$ cat src/ccu_params.svh
`ifndef CCU_PARAMS_SVH
`define CCU_PARAMS_SVH
// ----------------------------------------
// Register indices (byte address is four times the index)
// ----------------------------------------
`define CCU_IDX_PORT_B 8'h06
`define CCU_IDX_PIN_DATA 8'h07
`define CCU_IDX_INT_CTRL 8'h0b
`define CCU_IDX_FLAGS 8'h0c
`define CCU_IDX_TMR_LOW 8'h0e
`define CCU_IDX_TMR_HIGH 8'h0f
`define CCU_IDX_TMR_CTRL 8'h10
`define CCU_IDX_CAP_LOW 8'h15
`define CCU_IDX_CAP_HIGH 8'h16
`define CCU_IDX_MOD_CTRL 8'h17
`define CCU_IDX_PORT_B_DIR 8'h86
`define CCU_IDX_PIN_DIR 8'h87
`define CCU_IDX_ENABLES 8'h8c
// ----------------------------------------
// Field positions, masks and reset values
// ----------------------------------------
`define CCU_BIT_MOD_FLAG 2
`define CCU_BIT_TMR_FLAG 0
`define CCU_BIT_PIN 2
`define CCU_BIT_PORT 3
`define CCU_MASK_FLAGS 8'h47
`define CCU_MASK_PIN 8'h05
`define CCU_MASK_CTRL 6'h3f
`define CCU_MASK_TCTL 6'h3f
`define CCU_RST_PIN_DIR 8'h05
`define CCU_RST_ZERO8 8'h00
// ----------------------------------------
// Mode select encodings
// ----------------------------------------
`define CCU_MODE_OFF 4'h0
`define CCU_MODE_CMP_SET 4'h8
`define CCU_MODE_CMP_CLR 4'h9
`define CCU_MODE_CMP_IRQ 4'ha
`define CCU_MODE_CMP_SPEC 4'hb
`define CCU_GRP_CAP 2'h1
`define CCU_GRP_CMP 2'h2
`define CCU_GRP_PWM 2'h3
`define CCU_SEL_FALL 2'h0
`define CCU_SEL_RISE 2'h1
`define CCU_SEL_RISE4 2'h2
`define CCU_SEL_RISE16 2'h3
`define CCU_PRE4_LAST 2'h3
`define CCU_PRE16_LAST 4'hf
`endif

$ cat src/ccu_pkg.sv
package ccu_pkg;
  // ----------------------------------------
  // Operating group decoded from the mode bits
  // ----------------------------------------
  typedef enum logic [1:0] {ccu_off, ccu_capture, ccu_compare, ccu_pwm} ccu_group_e;
  // ----------------------------------------
  // Whole state of the core module
  // ----------------------------------------
  typedef struct packed {
    logic [5:0] ctrl;       // Duty low bits and mode select bits
    logic [15:0] value;     // Capture or compare value
    logic [7:0] flags;      // Peripheral flags
    logic [7:0] enables;    // Peripheral enables
    logic [7:0] int_ctrl;   // Interrupt control storage
    logic [5:0] tmr_ctrl;   // Timer control, drives the timer outside
    logic [7:0] pin_dir;    // Pin direction bits
    logic [7:0] pin_data;   // Pin data bits latch
    logic port_data;        // Port bit 3 data latch
    logic port_dir;         // Port bit 3 direction, 1 is input
    logic cmp_latch;        // Compare output latch
    logic ack;              // Bus answer cycle
    logic [7:0] rdata;      // Read data byte
  } ccu_state_s;
  // ----------------------------------------
  // Prescaler state
  // ----------------------------------------
  typedef struct packed {
    logic prev;             // Level seen last cycle
    logic [3:0] count;      // Rising edge count
  } ccu_pre_s;
endpackage

$ cat src/ccu_cap_if.sv
`timescale 1ns/1ps
// Capture edge path between the core and the prescaler
interface ccu_cap_if;
  logic ce;                 // Clock enable
  logic level;              // Pin level to watch
  logic cap_en;             // Capture mode active
  logic [1:0] edge_sel;     // Event selection
  logic event_hit;          // One-cycle capture event
  modport core (output ce, output level, output cap_en, output edge_sel, input event_hit);
  modport pre (input ce, input level, input cap_en, input edge_sel, output event_hit);
endinterface

$ cat src/ccu_prescaler.sv
`timescale 1ns/1ps
`include "ccu_params.svh"
module ccu_prescaler (
  // Clock and reset
  input wire logic clock,
  input wire logic rst_b,
  // Capture path
  ccu_cap_if.pre cap
);
  ccu_pkg::ccu_pre_s st;      // Registered state
  ccu_pkg::ccu_pre_s next_st; // Next state
  logic rise;                 // Rising edge this cycle
  logic fall;                 // Falling edge this cycle

  // ----------------------------------------
  // Edge detection and prescaler counting
  // ----------------------------------------
  always_comb begin
    next_st = st;
    rise = cap.level & ~st.prev;
    fall = ~cap.level & st.prev;
    next_st.prev = cap.level;
    if (!cap.cap_en) begin
      next_st.count = 4'h0;
    end else if (rise) begin
      next_st.count = st.count + 4'h1;
    end
  end

  always_comb begin
    case (cap.edge_sel)
      `CCU_SEL_FALL: cap.event_hit = cap.cap_en & cap.ce & fall;
      `CCU_SEL_RISE: cap.event_hit = cap.cap_en & cap.ce & rise;
      `CCU_SEL_RISE4: cap.event_hit = cap.cap_en & cap.ce & rise & (st.count[1:0] == `CCU_PRE4_LAST);
      default: cap.event_hit = cap.cap_en & cap.ce & rise & (st.count == `CCU_PRE16_LAST);
    endcase
  end

  // State register, frozen while the clock enable is low
  always_ff @(posedge clock or negedge rst_b) begin
    if (!rst_b) begin
      st <= '0;
    end else if (cap.ce) begin
      st <= next_st;
    end
  end
endmodule

$ cat src/ccu_core.sv
// Design decision made here: register access over Avalon-MM.
`timescale 1ns/1ps
`include "ccu_params.svh"
// Operation
// - capture copies 16-bit timer on event
// - events falling, rising, 4th, 16th rising
// - mode encodings off, capture, compare, PWM
// - capture sets sticky flag bit 2
// - new capture overwrites old value
// - output direction lets data bit trigger capture
// - mode change may raise spurious flag
// - prescaler cleared when off or non-capture
// - prescaler switch keeps count, clear first
// - compare match drives pin, sets flag
// - control write zero clears compare latch
// - interrupt-only match sets flag, pin unchanged
// - special event resets timer to zero
// - special event starts conversion, no overflow flag
// - module off leaves port bit normal
// - port bit reads, data bit reads pin unless off
// - port writes never drive owned pin
// - compare and PWM modes drive pin
module ccu_core (
  // Clock, reset and enable
  input wire logic clock,
  input wire logic rst_b,
  input wire logic ce,
  // Avalon-MM slave
  input wire logic [9:0] address,
  input wire logic read,
  input wire logic write,
  input wire logic [31:0] writedata,
  input wire logic [3:0] byteenable,
  output logic [31:0] readdata,
  output logic waitrequest,
  // Timer outside the block
  input wire logic [15:0] timer_value,
  input wire logic timer_overflow,
  output logic [5:0] timer_ctrl,
  output logic timer_clear,
  // Converter and PWM generator
  input wire logic adc_enabled,
  output logic adc_start,
  input wire logic pwm_level,
  // Shared module pin
  input wire logic pin_in,
  output logic pin_out,
  output logic pin_oe
);
  ccu_pkg::ccu_state_s st;      // Registered state
  ccu_pkg::ccu_state_s next_st; // Next state
  ccu_pkg::ccu_group_e grp;     // Decoded operating group
  ccu_cap_if cap ();            // Capture path to the prescaler
  logic [7:0] index;            // Register index from the byte address
  logic req;                    // Bus request present
  logic do_write;               // Write takes effect this edge
  logic [7:0] wbyte;            // Written byte
  logic [3:0] mode;             // Mode select bits
  logic match;                  // Compare equality this cycle
  logic cmp_hit;                // Match that counts this cycle
  logic pin_in_dir;             // Module pin set as input
  logic [7:0] rd_mux;           // Read data selection

  // ----------------------------------------
  // Decode
  // ----------------------------------------
  // group from mode select bits
  always_comb begin
    mode = st.ctrl[3:0];
    if (mode == `CCU_MODE_OFF) begin
      grp = ccu_pkg::ccu_off;
    end else if (mode[3:2] == `CCU_GRP_CAP) begin
      grp = ccu_pkg::ccu_capture;
    end else if (mode[3:2] == `CCU_GRP_CMP) begin
      grp = ccu_pkg::ccu_compare;
    end else if (mode[3:2] == `CCU_GRP_PWM) begin
      grp = ccu_pkg::ccu_pwm;
    end else begin
      // Codes 0001 to 0011 are unused and behave as off
      grp = ccu_pkg::ccu_off;
    end
  end

  // Bus strobes; a write lands only at the edge where waitrequest is low
  assign index = address[9:2];
  assign req = read | write;
  assign waitrequest = req & ~(st.ack & ce);
  assign do_write = write & st.ack & ce & byteenable[0];
  assign wbyte = writedata[7:0];
  assign readdata = {24'h000000, st.rdata};
  assign pin_in_dir = st.pin_dir[`CCU_BIT_PIN];

  // ----------------------------------------
  // Compare path
  // ----------------------------------------
  // continuous equality against the timer
  assign match = (st.value == timer_value);
  assign cmp_hit = ce & match & (grp == ccu_pkg::ccu_compare);
  assign timer_clear = cmp_hit & (mode == `CCU_MODE_CMP_SPEC);
  // conversion start only with converter enabled
  assign adc_start = timer_clear & adc_enabled;
  assign timer_ctrl = st.tmr_ctrl;

  // ----------------------------------------
  // Capture path
  // ----------------------------------------
  // pin level includes our own drive, so a data write can capture
  assign cap.level = pin_in;
  assign cap.ce = ce;
  assign cap.cap_en = (grp == ccu_pkg::ccu_capture);
  assign cap.edge_sel = mode[1:0];

  ccu_prescaler u_pre (
    .clock(clock),
    .rst_b(rst_b),
    .cap(cap.pre)
  );

  // ----------------------------------------
  // Pin drive
  // ----------------------------------------
  // Pin mux from registered state, PWM from the pwm_level input; the owning function decides
  always_comb begin
    case (grp)
      ccu_pkg::ccu_off: begin
        pin_oe = ~st.port_dir;
        pin_out = st.port_data;
      end
      ccu_pkg::ccu_capture: begin
        // data bit, not the port latch, drives the pin
        pin_oe = ~pin_in_dir;
        pin_out = st.pin_data[`CCU_BIT_PIN];
      end
      ccu_pkg::ccu_compare: begin
        pin_oe = ~pin_in_dir;
        pin_out = st.cmp_latch;
      end
      default: begin
        pin_oe = ~pin_in_dir;
        pin_out = pwm_level;
      end
    endcase
  end

  // ----------------------------------------
  // Read data
  // ----------------------------------------
  // address decode, unimplemented bits read zero
  always_comb begin
    rd_mux = 8'h00;
    if (index == `CCU_IDX_PORT_B) begin
      // port bit view depends on the owner
      if (grp == ccu_pkg::ccu_off) begin
        rd_mux[`CCU_BIT_PORT] = st.port_dir ? pin_in : st.port_data;
      end else if (grp == ccu_pkg::ccu_capture && pin_in_dir) begin
        rd_mux[`CCU_BIT_PORT] = 1'b0;
      end else begin
        rd_mux[`CCU_BIT_PORT] = st.port_data;
      end
    end else if (index == `CCU_IDX_PIN_DATA) begin
      rd_mux = st.pin_data;
      // outside off mode the data bit shows the real pin level
      if (grp != ccu_pkg::ccu_off) begin
        rd_mux[`CCU_BIT_PIN] = pin_in;
      end
    end else if (index == `CCU_IDX_INT_CTRL) begin
      rd_mux = st.int_ctrl;
    end else if (index == `CCU_IDX_FLAGS) begin
      rd_mux = st.flags;
    end else if (index == `CCU_IDX_TMR_LOW) begin
      rd_mux = timer_value[7:0];
    end else if (index == `CCU_IDX_TMR_HIGH) begin
      rd_mux = timer_value[15:8];
    end else if (index == `CCU_IDX_TMR_CTRL) begin
      rd_mux = {2'b00, st.tmr_ctrl};
    end else if (index == `CCU_IDX_CAP_LOW) begin
      rd_mux = st.value[7:0];
    end else if (index == `CCU_IDX_CAP_HIGH) begin
      rd_mux = st.value[15:8];
    end else if (index == `CCU_IDX_MOD_CTRL) begin
      rd_mux = {2'b00, st.ctrl};
    end else if (index == `CCU_IDX_PORT_B_DIR) begin
      rd_mux[`CCU_BIT_PORT] = st.port_dir;
    end else if (index == `CCU_IDX_PIN_DIR) begin
      rd_mux = st.pin_dir;
    end else if (index == `CCU_IDX_ENABLES) begin
      rd_mux = st.enables;
    end else begin
      // Unmapped index reads zero
      rd_mux = 8'h00;
    end
  end

  // ----------------------------------------
  // Next state
  // ----------------------------------------
  always_comb begin
    next_st = st;
    // Answer one cycle after the request is seen
    next_st.ack = req & ~st.ack;
    if (req & ~st.ack) begin
      next_st.rdata = rd_mux;
    end
    // Software writes; unmapped writes are dropped
    if (do_write) begin
      if (index == `CCU_IDX_PORT_B) begin
        // port write only touches its own latch
        next_st.port_data = wbyte[`CCU_BIT_PORT];
      end else if (index == `CCU_IDX_PIN_DATA) begin
        next_st.pin_data = wbyte & `CCU_MASK_PIN;
      end else if (index == `CCU_IDX_INT_CTRL) begin
        next_st.int_ctrl = wbyte;
      end else if (index == `CCU_IDX_FLAGS) begin
        next_st.flags = wbyte & `CCU_MASK_FLAGS;
      end else if (index == `CCU_IDX_TMR_CTRL) begin
        next_st.tmr_ctrl = wbyte[5:0] & `CCU_MASK_TCTL;
      end else if (index == `CCU_IDX_CAP_LOW) begin
        next_st.value[7:0] = wbyte;
      end else if (index == `CCU_IDX_CAP_HIGH) begin
        next_st.value[15:8] = wbyte;
      end else if (index == `CCU_IDX_MOD_CTRL) begin
        next_st.ctrl = wbyte[5:0] & `CCU_MASK_CTRL;
      end else if (index == `CCU_IDX_PORT_B_DIR) begin
        next_st.port_dir = wbyte[`CCU_BIT_PORT];
      end else if (index == `CCU_IDX_PIN_DIR) begin
        next_st.pin_dir = wbyte & `CCU_MASK_PIN;
      end else if (index == `CCU_IDX_ENABLES) begin
        next_st.enables = wbyte & `CCU_MASK_FLAGS;
      end
    end
    // off mode holds the compare latch low
    if (next_st.ctrl[3:0] == `CCU_MODE_OFF) begin
      next_st.cmp_latch = 1'b0;
    end else if (cmp_hit && mode == `CCU_MODE_CMP_SET) begin
      next_st.cmp_latch = 1'b1;
    end else if (cmp_hit && mode == `CCU_MODE_CMP_CLR) begin
      next_st.cmp_latch = 1'b0;
    end
    // capture overwrites the value register, no buffer
    if (cap.event_hit) begin
      next_st.value = timer_value;
    end
    // capture or match sets flag; set beats a clear
    if (cap.event_hit || cmp_hit) begin
      next_st.flags[`CCU_BIT_MOD_FLAG] = 1'b1;
    end
    // only true overflow or a software write sets the timer flag
    if (ce && timer_overflow) begin
      next_st.flags[`CCU_BIT_TMR_FLAG] = 1'b1;
    end
  end

  // State register, frozen while the clock enable is low
  always_ff @(posedge clock or negedge rst_b) begin
    if (!rst_b) begin
      st <= '0;
      st.pin_dir <= `CCU_RST_PIN_DIR;
      st.port_dir <= 1'b1;
    end else if (ce) begin
      st <= next_st;
    end
  end

  logic cap_wr;  // Helper: software write to the value bytes
  assign cap_wr = do_write && (index == `CCU_IDX_CAP_LOW || index == `CCU_IDX_CAP_HIGH);
endmodule

$ cat config.mk
export PLATFORM = sky130hd
export DESIGN_NAME = ccu_core
export DESIGN_NICKNAME = d
export VERILOG_FILES = /design/src/ccu_pkg.sv /design/src/ccu_cap_if.sv /design/src/ccu_prescaler.sv /design/src/ccu_core.sv
export VERILOG_INCLUDE_DIRS = /design/src
export SDC_FILE = /design/constraint.sdc
export NUM_CORES = 1
export LEC_CHECK = 0
export BUFFER_PORTS_ARGS = -buffer_cell sky130_fd_sc_hd__clkbuf_2
export CAP_MARGIN = 20
export CORE_MARGIN = 1.5
export CORE_UTILIZATION = 30
export DETAILED_ROUTE_END_ITERATION = 10
export MAX_ROUTING_LAYER = met4
export PLACE_DENSITY = 0.54
export SYNTH_ARGS = -nofsm -noshare
export SYNTH_HDL_FRONTEND = slang
export SYNTH_SLANG_ARGS = --single-unit
$ cat constraint.sdc
create_clock -name clock -period 3.4 [get_ports clock]
set_input_delay 0.17 -clock clock [delete_from_list [all_inputs] [get_ports clock]]
set_output_delay 0.17 -clock clock [all_outputs]
set_load 0.01 [all_outputs]
Yosys cells after proc, flatten, opt, wreduce, memory -nomap -nowiden
Index checks and enable logic that the tools add are counted.
{"block": "op_classes", "add_sub_neg": 1, "eq_ne": 39, "n_mux": 77, "bitwise_logic": 34, "reduce_logical": 34}
{"operator": "2-to-1 mux 8 bit", "count": 13}
{"operator": "2-to-1 mux 7 bit", "count": 10}
{"operator": "2-to-1 mux 68 bit", "count": 1}
{"operator": "2-to-1 mux 66 bit", "count": 1}
{"operator": "2-to-1 mux 58 bit", "count": 1}
{"operator": "2-to-1 mux 20 bit", "count": 2}
{"operator": "2-to-1 mux 36 bit", "count": 1}
{"operator": "== test 8 x 4 -> 1 bit, second input constant", "count": 4}
{"operator": "== test 8 x 5 -> 1 bit, second input constant", "count": 4}
{"operator": "2-to-1 mux 14 bit", "count": 2}
{"operator": "2-to-1 mux 3 bit", "count": 9}
{"operator": "== test 8 bit, second input constant", "count": 3}
{"operator": "2-to-1 mux 4 bit", "count": 6}
{"operator": "2-to-1 mux 1 bit", "count": 22}
{"operator": "AND reduction 6 bit", "count": 3}
{"operator": "AND 1 bit", "count": 17}
{"operator": "== test 16 bit", "count": 1}
{"operator": "== test 4 bit, second input constant", "count": 4}
{"operator": "== test 8 x 3 -> 1 bit, second input constant", "count": 2}
{"operator": "2-to-1 mux 16 bit", "count": 1}
{"operator": "NOT 1 bit", "count": 16}
{"operator": "nonzero test 2 bit", "count": 8}
{"operator": "!= test 2 bit, second input constant", "count": 7}
{"operator": "AND reduction 13 bit", "count": 1}
{"operator": "24 further kinds", "count": 46}
{"block": "totals", "ff_bits": 65, "inputBits": 71, "output_inout_bits": 43, "wordCells": 204}

Logic depth before layout (Yosys ltp)
Gate-level depths: netlist of run 1.
{"block": "depth", "depth_word": 16, "depth_mapped": 8, "depth_no_buf": 5}

Cells and area by module
A second synthesis of run 1 with hierarchy kept.
{"block": "unflattened", "hier_cells": 492, "hier_area_um2": 4494.3}
{"mod": "ccu_core", "n_inst": 1, "cells_per_inst": 457, "area_each_um2": 4160.2, "seq_area_each_um2": 1505.2}
{"mod": "ccu_prescaler", "n_inst": 1, "cells_per_inst": 35, "area_each_um2": 334.1, "seq_area_each_um2": 125.1}

Worst setup path before layout of run 1
OpenSTA, ideal clock, no wires.
{"block": "synth_path", "path_type": "in2reg", "startpoint": "input port address[9]", "endpoint": "register st[9] (netlist name)", "setup_time_ps": 141, "arrival_ps": 1950, "required_ps": 3259, "path_slack_ps": 1308, "stages": 7, "n_path_buf": 2, "path_cell_list": "buf_2 or4b_1 buf_2 nor3_4 mux2_2 nor4_1 a22oi_1"}
{"block": "synth_via", "elab_chain_cells": 13, "word_cells_on_any_way": 21, "cone_classes": "8 x eq/ne; 10 x mux; 3 x reduce/logical"}
{"element": "start, declared", "line_no": "ccu_core.sv:29", "text": "input wire logic [9:0] address,"}
{"element": "== test 8 x 5 -> 1 bit (no line)"}
{"element": "2-to-1 mux 4 bit", "line_no": "ccu_core.sv:221", "text": "end else if (index == `CCU_IDX_MOD_CTRL) begin"}
{"element": "2-to-1 mux 4 bit", "line_no": "ccu_core.sv:219", "text": "end else if (index == `CCU_IDX_CAP_HIGH) begin"}
{"element": "2-to-1 mux 12 bit", "line_no": "ccu_core.sv:217", "text": "end else if (index == `CCU_IDX_CAP_LOW) begin"}
{"element": "2-to-1 mux 20 bit", "line_no": "ccu_core.sv:215", "text": "end else if (index == `CCU_IDX_TMR_CTRL) begin"}
{"element": "2-to-1 mux 20 bit", "line_no": "ccu_core.sv:213", "text": "end else if (index == `CCU_IDX_FLAGS) begin"}
{"element": "2-to-1 mux 36 bit", "line_no": "ccu_core.sv:211", "text": "end else if (index == `CCU_IDX_INT_CTRL) begin"}
{"element": "2-to-1 mux 58 bit", "line_no": "ccu_core.sv:209", "text": "end else if (index == `CCU_IDX_PIN_DATA) begin"}
{"element": "2-to-1 mux 66 bit (*)", "line_no": "ccu_core.sv:206", "text": "if (index == `CCU_IDX_PORT_B) begin"}
{"element": "2-to-1 mux 68 bit (*)", "line_no": "ccu_core.sv:205", "text": "if (do_write) begin"}
{"element": "logical NOT 4 bit (no line) (*)"}
{"element": "nonzero test 3 bit (no line)"}
{"element": "AND reduction 2 bit (no line)"}
{"element": "end signal, assigned", "line_no": "ccu_core.sv:260", "text": "st <= next_st;"}
{"element": "end, declared", "line_no": "ccu_core.sv:50", "text": "ccu_pkg::ccu_state_s st;"}
Every way passes the cells marked *; elsewhere a longest branch is shown, timed or not. The select of a mux whose other input is x is not followed.
A chain may end at the register's enable or synchronous reset.

Worst setup path after layout of run 1
{"block": "layout_path", "startpoint": "register st[68] (netlist name)", "endpoint": "output port adc_start"}
{"block": "layout_via", "elab_chain_cells": 5}
{"element": "== test 16 bit", "line_no": "ccu_core.sv:97", "text": "assign match = (st.value == timer_value);"}
{"element": "AND 1 bit (2 in a row)", "line_no": "ccu_core.sv:98", "text": "assign cmp_hit = ce & match & (grp == ccu_pkg::ccu_compare);"}
{"element": "AND 1 bit", "line_no": "ccu_core.sv:99", "text": "assign timer_clear = cmp_hit & (mode == `CCU_MODE_CMP_SPEC);"}
{"element": "AND 1 bit", "line_no": "ccu_core.sv:101", "text": "assign adc_start = timer_clear & adc_enabled;"}
{"element": "end, declared", "line_no": "ccu_core.sv:43", "text": "output logic adc_start,"}
Every way passes these cells.

==> flow_summary.yaml, run 1 <==
outcome:
  outcome: "finished clean"
placed_design:
  dpl.hpwl_mm: 10.5
  place_area_mm2: 0.00465
  place_ws_ns: 0.940
  io_buffers: 60
  gp_congestion: 0.907
  placedCellCount: 655
cts:
  numCtsBuffers: 9
  cts_resized: 0
  h-tree-depth: 3
  clkTransAtPathRegs_ns: 0.06
  cts-root-buf: "clkbuf_16"
  clock_path_buffers: 2
  cts_tree: "done"
  cts_num_sinks: 65
  post_cts_buffers: 0
  clk_latency_ns: 0.34
hold_path:
  hold_path_end: "st[65]$_DFFE_PN0P_"
  hp-start: "writedata[7]"
  worstHoldPathCells: 2
  hold_path.class: "primary input to flop"
global_route:
  overflow: 0
  grtUsageTotal_pct: 19.8
  grt_antenna_before_repair: 0
  grt_pass1_wl_mm: 21.4
  grt_max_degree: 47
  grt_pass1_vias: 3574
critical_path:
  reg2reg_depth: 5
  r2r_setup_slack_ns: 1.11
  r2r_end: "st[59]$_DFFE_PN0P_"
  cp_max_fo: 3
  cp-start-kind: "flop"
  cp.required_ns: 3.23
  cp-end-kind: "primary output"
  criticalPathCategory: "flop to primary output"
  r2r-start: "mode[2]$_DFFE_PN0P_"
  crit_arrival_ns: 2.38
power_and_ir_drop:
  vdd_ir_drop_max_v: 0.000208
  power.net_switching_w: 0.000505
  power.share.sequential_pct: 40.7
  pwr-share-clk_pct: 48.2
  switching_share_pct: 25.7
  p_leak_nw: 2.23
  powerDensity_mw_per_mm2: 395
  pwr-share-comb_pct: 11.1
  p_int_w: 0.00146
final_layout:
  final_cells: 673
  syn2layout_area_growth_pct: 13.9
  final_nets: 560
  num_antenna_cells: 0
  layout-drive-gt1-share_pct: 27.0
  final_util_pct: 35.5
  final_cell_mix: "dfrtp_1, clkbuf_2, mux2_2"
  final_common_cell: "dfrtp_1"
  final_area_mm2: 0.00498
floorplanning:
  die_area_mm2: 0.0153
  initial_core_util_pct: 31.2
  fp.dieW_um: 124
  rows: 43
  ios: 114
  die-height_um: 124
  core_mm2: 0.0140
yosys:
  synth_cell_type_count: 70
  yosysWarningCount: 0
  syn_inst: 444
  seq_area_frac_synth_pct: 37.2
  ys_ff_latch: 65
  async_flop_share_pct: 100
  syn_area_mm2: 0.00438
  syn_area_per_cell_um2: 9.86
  synth_edf_count: 0
  synth_flop_cell: "dfrtp_1"
sta:
  clock_skew_ns: 0.00550
  period_minus_slack_ns: 2.55
  final_max_slew_viol_count: 0
  tightest_slew_ns: 0.799
  relSlewSlack_pct: 46.0
  layout_setup_ws_ns: 0.855
  setup_viol_count_final: 0
  final_hold_viol_count: 0
  finalSetupTns_ns: 0
  fmax_mhz: 393
  rsz0062_at_grt: "no"
  finalCritPeriodShare_pct: 74.9
route:
  drt_first_pass_iters: 5
  drc: 0
  drtIter0Drc: 274
  ant_nets: 0
  vias: 3718
  wirelength_mm: 14.1
  via_per_inst: 5.52
  routedWlPerCell_um: 21.0
job:
  maxCapViolCount: 0
[layer usage]
| metal | GRT usage (%) | part of all wire [%] | up-vias |
|---|---|---|---|
| li1 | - | - | 1700 |
| met1 | 27.6 | 47 | 1869 |
| met2 | 28.6 | 45 | 133 |
| met5 | - | 0 | - |
| met4 | 7.76 | 2.2 | 0 |
| met3 | 3.43 | 5.8 | 16 |
[logic make-up (layout without fill, tap and decap cells)]
family | after synthesis | after routing | synth area share, %
AO/OA/AOI/OAI | 104 | 104 | 17.4
XOR/XNOR | 17 | 17 | 3.40
adder cells (fa/ha/maj) | 1 | 1 | 0.286
buffers and inverters | 69 | 95 | 9.78
flip-flops | 65 | 65 | 37.3
multiplexers | 43 | 43 | 11.0
other | 1 | 24 | 0.0857
AND/OR/NAND/NOR | 144 | 144 | 20.8
[synthesized netlist by cell type (all sizes together), types with 5 or more instances]
master / n / area share (%)
dfrtp: 62 / 35
buf: 46 / 7.8
mux2: 31 / 8.0
o21ai: 26 / 3.0
nor2: 22 / 1.9
nand2: 20 / 1.7
nor2b: 20 / 2.9
xor2: 17 / 3.4
a21oi: 15 / 1.8
clkbuf: 14 / 1.2
a221o: 11 / 2.6
mux2i: 11 / 2.5
nor3: 11 / 2.0
nor4: 11 / 1.9
inv: 9 / 0.77
nand3: 8 / 0.91
nand3b: 8 / 1.4
a22oi: 6 / 1.0
nand2b: 6 / 0.86
a2111oi: 5 / 1.1
a221oi: 5 / 1.0
a22o: 5 / 1.0
and2: 5 / 0.71
[power groups by stage]
stage	clock, W	combinational (W)	sequential, W
6_report	0.000949	0.000219	0.000800
5_1_grt	0.00100	0.000240	0.000801
3_5_place_dp	0	0.000214	0.000813
4_1_cts	0.000963	0.000215	0.000800
2_1_floorplan	0	0.000140	0.000809
3_3_place_gp	0	0.000213	0.000813
[how the worst max path moves through the flow]
stage / start / end / slack (ns)
2_1_floorplan: address[9] / st[9]$_DFFE_PN0P_ / 1.31
3_3_place_gp: address[7] / st[9]$_DFFE_PN0P_ / 0.96
3_5_place_dp: address[9] / st[9]$_DFFE_PN0P_ / 0.94
4_1_cts: st[68]$_DFFE_PN0P_ / adc_start / 0.84
5_1_grt: st[68]$_DFFE_PN0P_ / adc_start / 0.72
6_report: st[68]$_DFFE_PN0P_ / adc_start / 0.85
[metrics by stage]
step	total power (W)	hold slack [ns]
3_3_place_gp	0.00103	0.426
2_1_floorplan	0.000949	-0.126
4_1_cts	0.00198	0.0762
6_report	0.00197	0.104
5_1_grt	0.00204	0.120
3_5_place_dp	0.00103	0.434
[layout make-up]
cell class | instances | area (um2)
Fill cell | 1439 | 9060
Multi-Input combinational cell | 333 | 2400
Sequential cell | 65 | 1630
Timing Repair Buffer | 70 | 390
Clock buffer | 13 | 260
Tap cell | 180 | 225
Clock inverter | 3 | 40.0
Inverter | 9 | 33.8
[repair_timing]
| action | 4_1_cts | 5_1_grt |
|---|---|---|
| hold buffers | 0 | 1 |
| endpoints found under the setup margin | 0 | 0 |
| endpoints found under the hold margin | 0 | 10 |
[registers in the layout, summed over array words and instances (netlist names)]
name and flops:
cap.edge_sel 2, mode 2, pin_in_dir 1, readdata 8, st 41, timer_ctrl 6, u_pre.st 5
[critical path: stages, from the launching register on]
cell and delay [ns]:
dfrtp_1 0.42, xor2_1 0.17, or4_1 0.52, nor4_1 0.24, and4_1 0.34, and4_1 0.22
clkbuf_2 0.13
No activity file was read; power rests on OpenSTA's default activity.
==> run 2: changes to the inputs <==
Settings changed: ABC_AREA from default to 1, PLACE_DENSITY 0.54 to 0.56.
Clock period 3.4 ns to 2.2 ns, I/O delays scaled along.
==> run 2 against run 1 <==
Compared with the run above: critical path depth increased by 2; largest cell class unchanged; highest routed layer unchanged; register-to-register slack got worse by 0.94 ns; clock power up 74%; setup slack worse by 0.74 ns; power grew 61%; design area hardly changed.
==> flow_summary.yaml, run 2 <==
route:
  via_per_inst: 4.88
  ant_nets: 0
  drtIter0Drc: 314
  wirelength_mm: 13.3
  vias: 4113
  routedWlPerCell_um: 15.8
  drc: 0
  drt_first_pass_iters: 5
final_layout:
  largest_register_ffs: 41
  final_common_cell: "nand2_1"
  regMostFlops: "st"
  final_util_pct: 36.0
  num_antenna_cells: 0
  final_cell_mix: "nand2_1, inv_1, dfrtp_1"
  layout-drive-gt1-share_pct: 18.6
  syn2layout_area_growth_pct: 17.9
  register_area_mm2: 0.00163
  nFillCells: 1475
  final_nets: 729
  multi_input_area_mm2: 0.00210
sta:
  fmax_mhz: 479
  final_hold_viol_count: 0
  final_max_slew_viol_count: 0
  clock_skew_ns: 0.00597
  relSlewSlack_pct: 64.4
  period_minus_slack_ns: 2.09
  setup_viol_count_final: 0
  finalCritPeriodShare_pct: 95.0
  tightest_slew_ns: 0.531
  finalSetupTns_ns: 0
cts:
  h-tree-depth: 3
  clkTransAtPathRegs_ns: 0.05
  cts-root-buf: "clkbuf_16"
  cts_tree: "done"
  numCtsBuffers: 9
  clock_path_buffers: 2
  clk_latency_ns: 0.33
  cts_num_sinks: 65
critical_path:
  r2r_setup_slack_ns: 0.17
  r2r-start: "u_pre.st[0]$_DFFE_PN0P_"
  crit_path_end: "adc_start"
  cp_max_fo: 4
  cp-start-kind: "flop"
  cp.required_ns: 2.09
  cp-end-kind: "primary output"
  reg2reg_depth: 9
  criticalPathCategory: "flop to primary output"
  crit_arrival_ns: 1.98
  r2r_end: "st[72]$_DFFE_PN0P_"
  critPathLaunch: "st[72]$_DFFE_PN0P_"
yosys:
  yosysTopAreaCellShare_pct: 36.7
  synth.most_common_cell: "nand2_1"
  ys_top_cells_by_count: "nand2_1, dfrtp_1, nor2_1"
  yosysWarningCount: 0
  syn_inst: 595
  seq_area_frac_synth_pct: 38.6
  synth_flop_cell: "dfrtp_1"
  async_flop_share_pct: 100
  synth_edf_count: 0
  syn_area_mm2: 0.00422
  ys_ff_latch: 65
  syn_area_per_cell_um2: 7.10
  synth_area_leaders: "dfrtp_1, nand2_1, buf_4"
  yosysTopAreaCell: "dfrtp_1"
  synth_cell_type_count: 43
job:
  maxCapViolCount: 0
hold_path:
  hp-start: "writedata[0]"
  hold_path.class: "primary input to flop"
  worstHoldPathCells: 3
power_and_ir_drop:
  pwr-share-comb_pct: 9.0
  pwr-share-clk_pct: 52.0
  power_w: 0.00317
  powerDensity_mw_per_mm2: 636
  vdd_ir_drop_max_v: 0.000378
  power.net_switching_w: 0.000729
  p_int_w: 0.00244
  power.share.sequential_pct: 39.0
  switching_share_pct: 23.0
  p_leak_nw: 2.50
floorplanning:
  initial_core_util_pct: 30.5
  rows: 43
  die_area_mm2: 0.0148
  ios: 114
  die-height_um: 122
  fp.dieW_um: 122
  core_mm2: 0.0138
placed_design:
  io_buffers: 60
  dpl.hpwl_mm: 10.4
  gp_congestion: 0.965
outcome:
  outcome: "finished clean"
global_route:
  grt_max_degree: 66
  grt_antenna_before_repair: 0
  grt_pass1_wl_mm: 20.8
  grtUsageTotal_pct: 19.3
  overflow: 0
  grt_pass1_vias: 3777
run 2: cell types whose count changed after synthesis, moves of 11 or more:
cell      previous run  this run
mux2_2              31         0
mux2i_1             11         0
a21oi_1             14        28
xor2_1              17         6
nand3_1              8        26
inv_1                9        61
nand2_1             20       173
o21ai_0             25        46
nor2b_1             20         0
nor2_1              22        62
clkbuf_1            14         1
run 2: worst min path at each step:
stage,slack [ns],end
global route,0.07,st[66]$_DFFE_PN0P_
finish,0.05,st[58]$_DFFE_PN0P_
global placement,0.15,u_pre.st[3]$_DFFE_PN0P_
floorplan,-0.19,cap.edge_sel[0]$_DFFE_PN0P_
detailed placement,0.16,u_pre.st[3]$_DFFE_PN0P_
CTS,0.04,st[58]$_DFFE_PN0P_
run 2: area by class of cell:
| type | count | area share, % |
|---|---|---|
| clock inverter | 6 | 2.11 |
| sequential | 65 | 32.8 |
| tap | 180 | 4.52 |
| inverter | 67 | 5.05 |
| clock buffer | 10 | 4.80 |
| timing repair buffer | 74 | 8.69 |
| multi-input combinational | 440 | 42.1 |
run 2: kinds of logic (layout without fill, tap and decap cells):
| group | Yosys count | after routing | synth area share [%] |
|---|---|---|---|
| AO/OA/AOI/OAI | 105 | 105 | 14.3 |
| buffers and inverters | 113 | 157 | 14.0 |
| AND/OR/NAND/NOR | 300 | 300 | 30.7 |
| XOR/XNOR | 10 | 10 | 2.07 |
| flip-flops | 65 | 65 | 38.6 |
| adder cells (fa/ha/maj) | 1 | 1 | 0.296 |
| other | 1 | 24 | 0.0888 |
run 2: power by group through the flow:
| stage | Clock (W) | Sequential, W | Combinational (W) |
|---|---|---|---|
| after floorplan | 0 | 0.00125 | 0.000177 |
| after global placement | 0 | 0.00125 | 0.000280 |
| after detailed placement | 0 | 0.00126 | 0.000284 |
| after CTS | 0.00168 | 0.00124 | 0.000287 |
| after global routing | 0.00172 | 0.00124 | 0.000321 |
| final | 0.00165 | 0.00124 | 0.000285 |
run 2: timing repair:
| action | 4_1_cts | 5_1_grt |
|---|---|---|
| hold endpoints to repair | 62 | 0 |
| setup buffers | 0 | 0 |
| hold buffers | 1 | 0 |
| resized for setup | 0 | 3 |
| setup endpoints to repair | 0 | 1 |
run 2: routing by layer:
layer  routed length [um]  GRT usage, %  share of wire (%)  up-vias
met4                  371          8.01                2.8        0
met2                 5970          29.2                 45      156
met5                    0             -                  0        -
met3                  671          2.39                5.1       26
li1                     -             -                  -     1993
met1                 6280          26.0                 47     1938
run 2: metrics by stage:
step                setup WS (ns)  std cells  hold WS [ns]  instance area, um2
finish                      0.111        842        0.0466                4980
global route              -0.0302        842        0.0743                4980
CTS                        0.0524        842        0.0426                4970
detailed placement          0.216        825         0.163                4620
floorplan                   0.598        618        -0.186                4310
global placement            0.257        825         0.154                4620
run 2: critical path, cell delays in order (launching register included):
cell and delay [ns]:
dfrtp_1 0.42, nand2_1 0.10, o21ai_0 0.08, nor2_1 0.09
o2111ai_1 0.22, nor2_2 0.20, nand3_1 0.17, nor3b_1 0.21
clkbuf_2 0.16
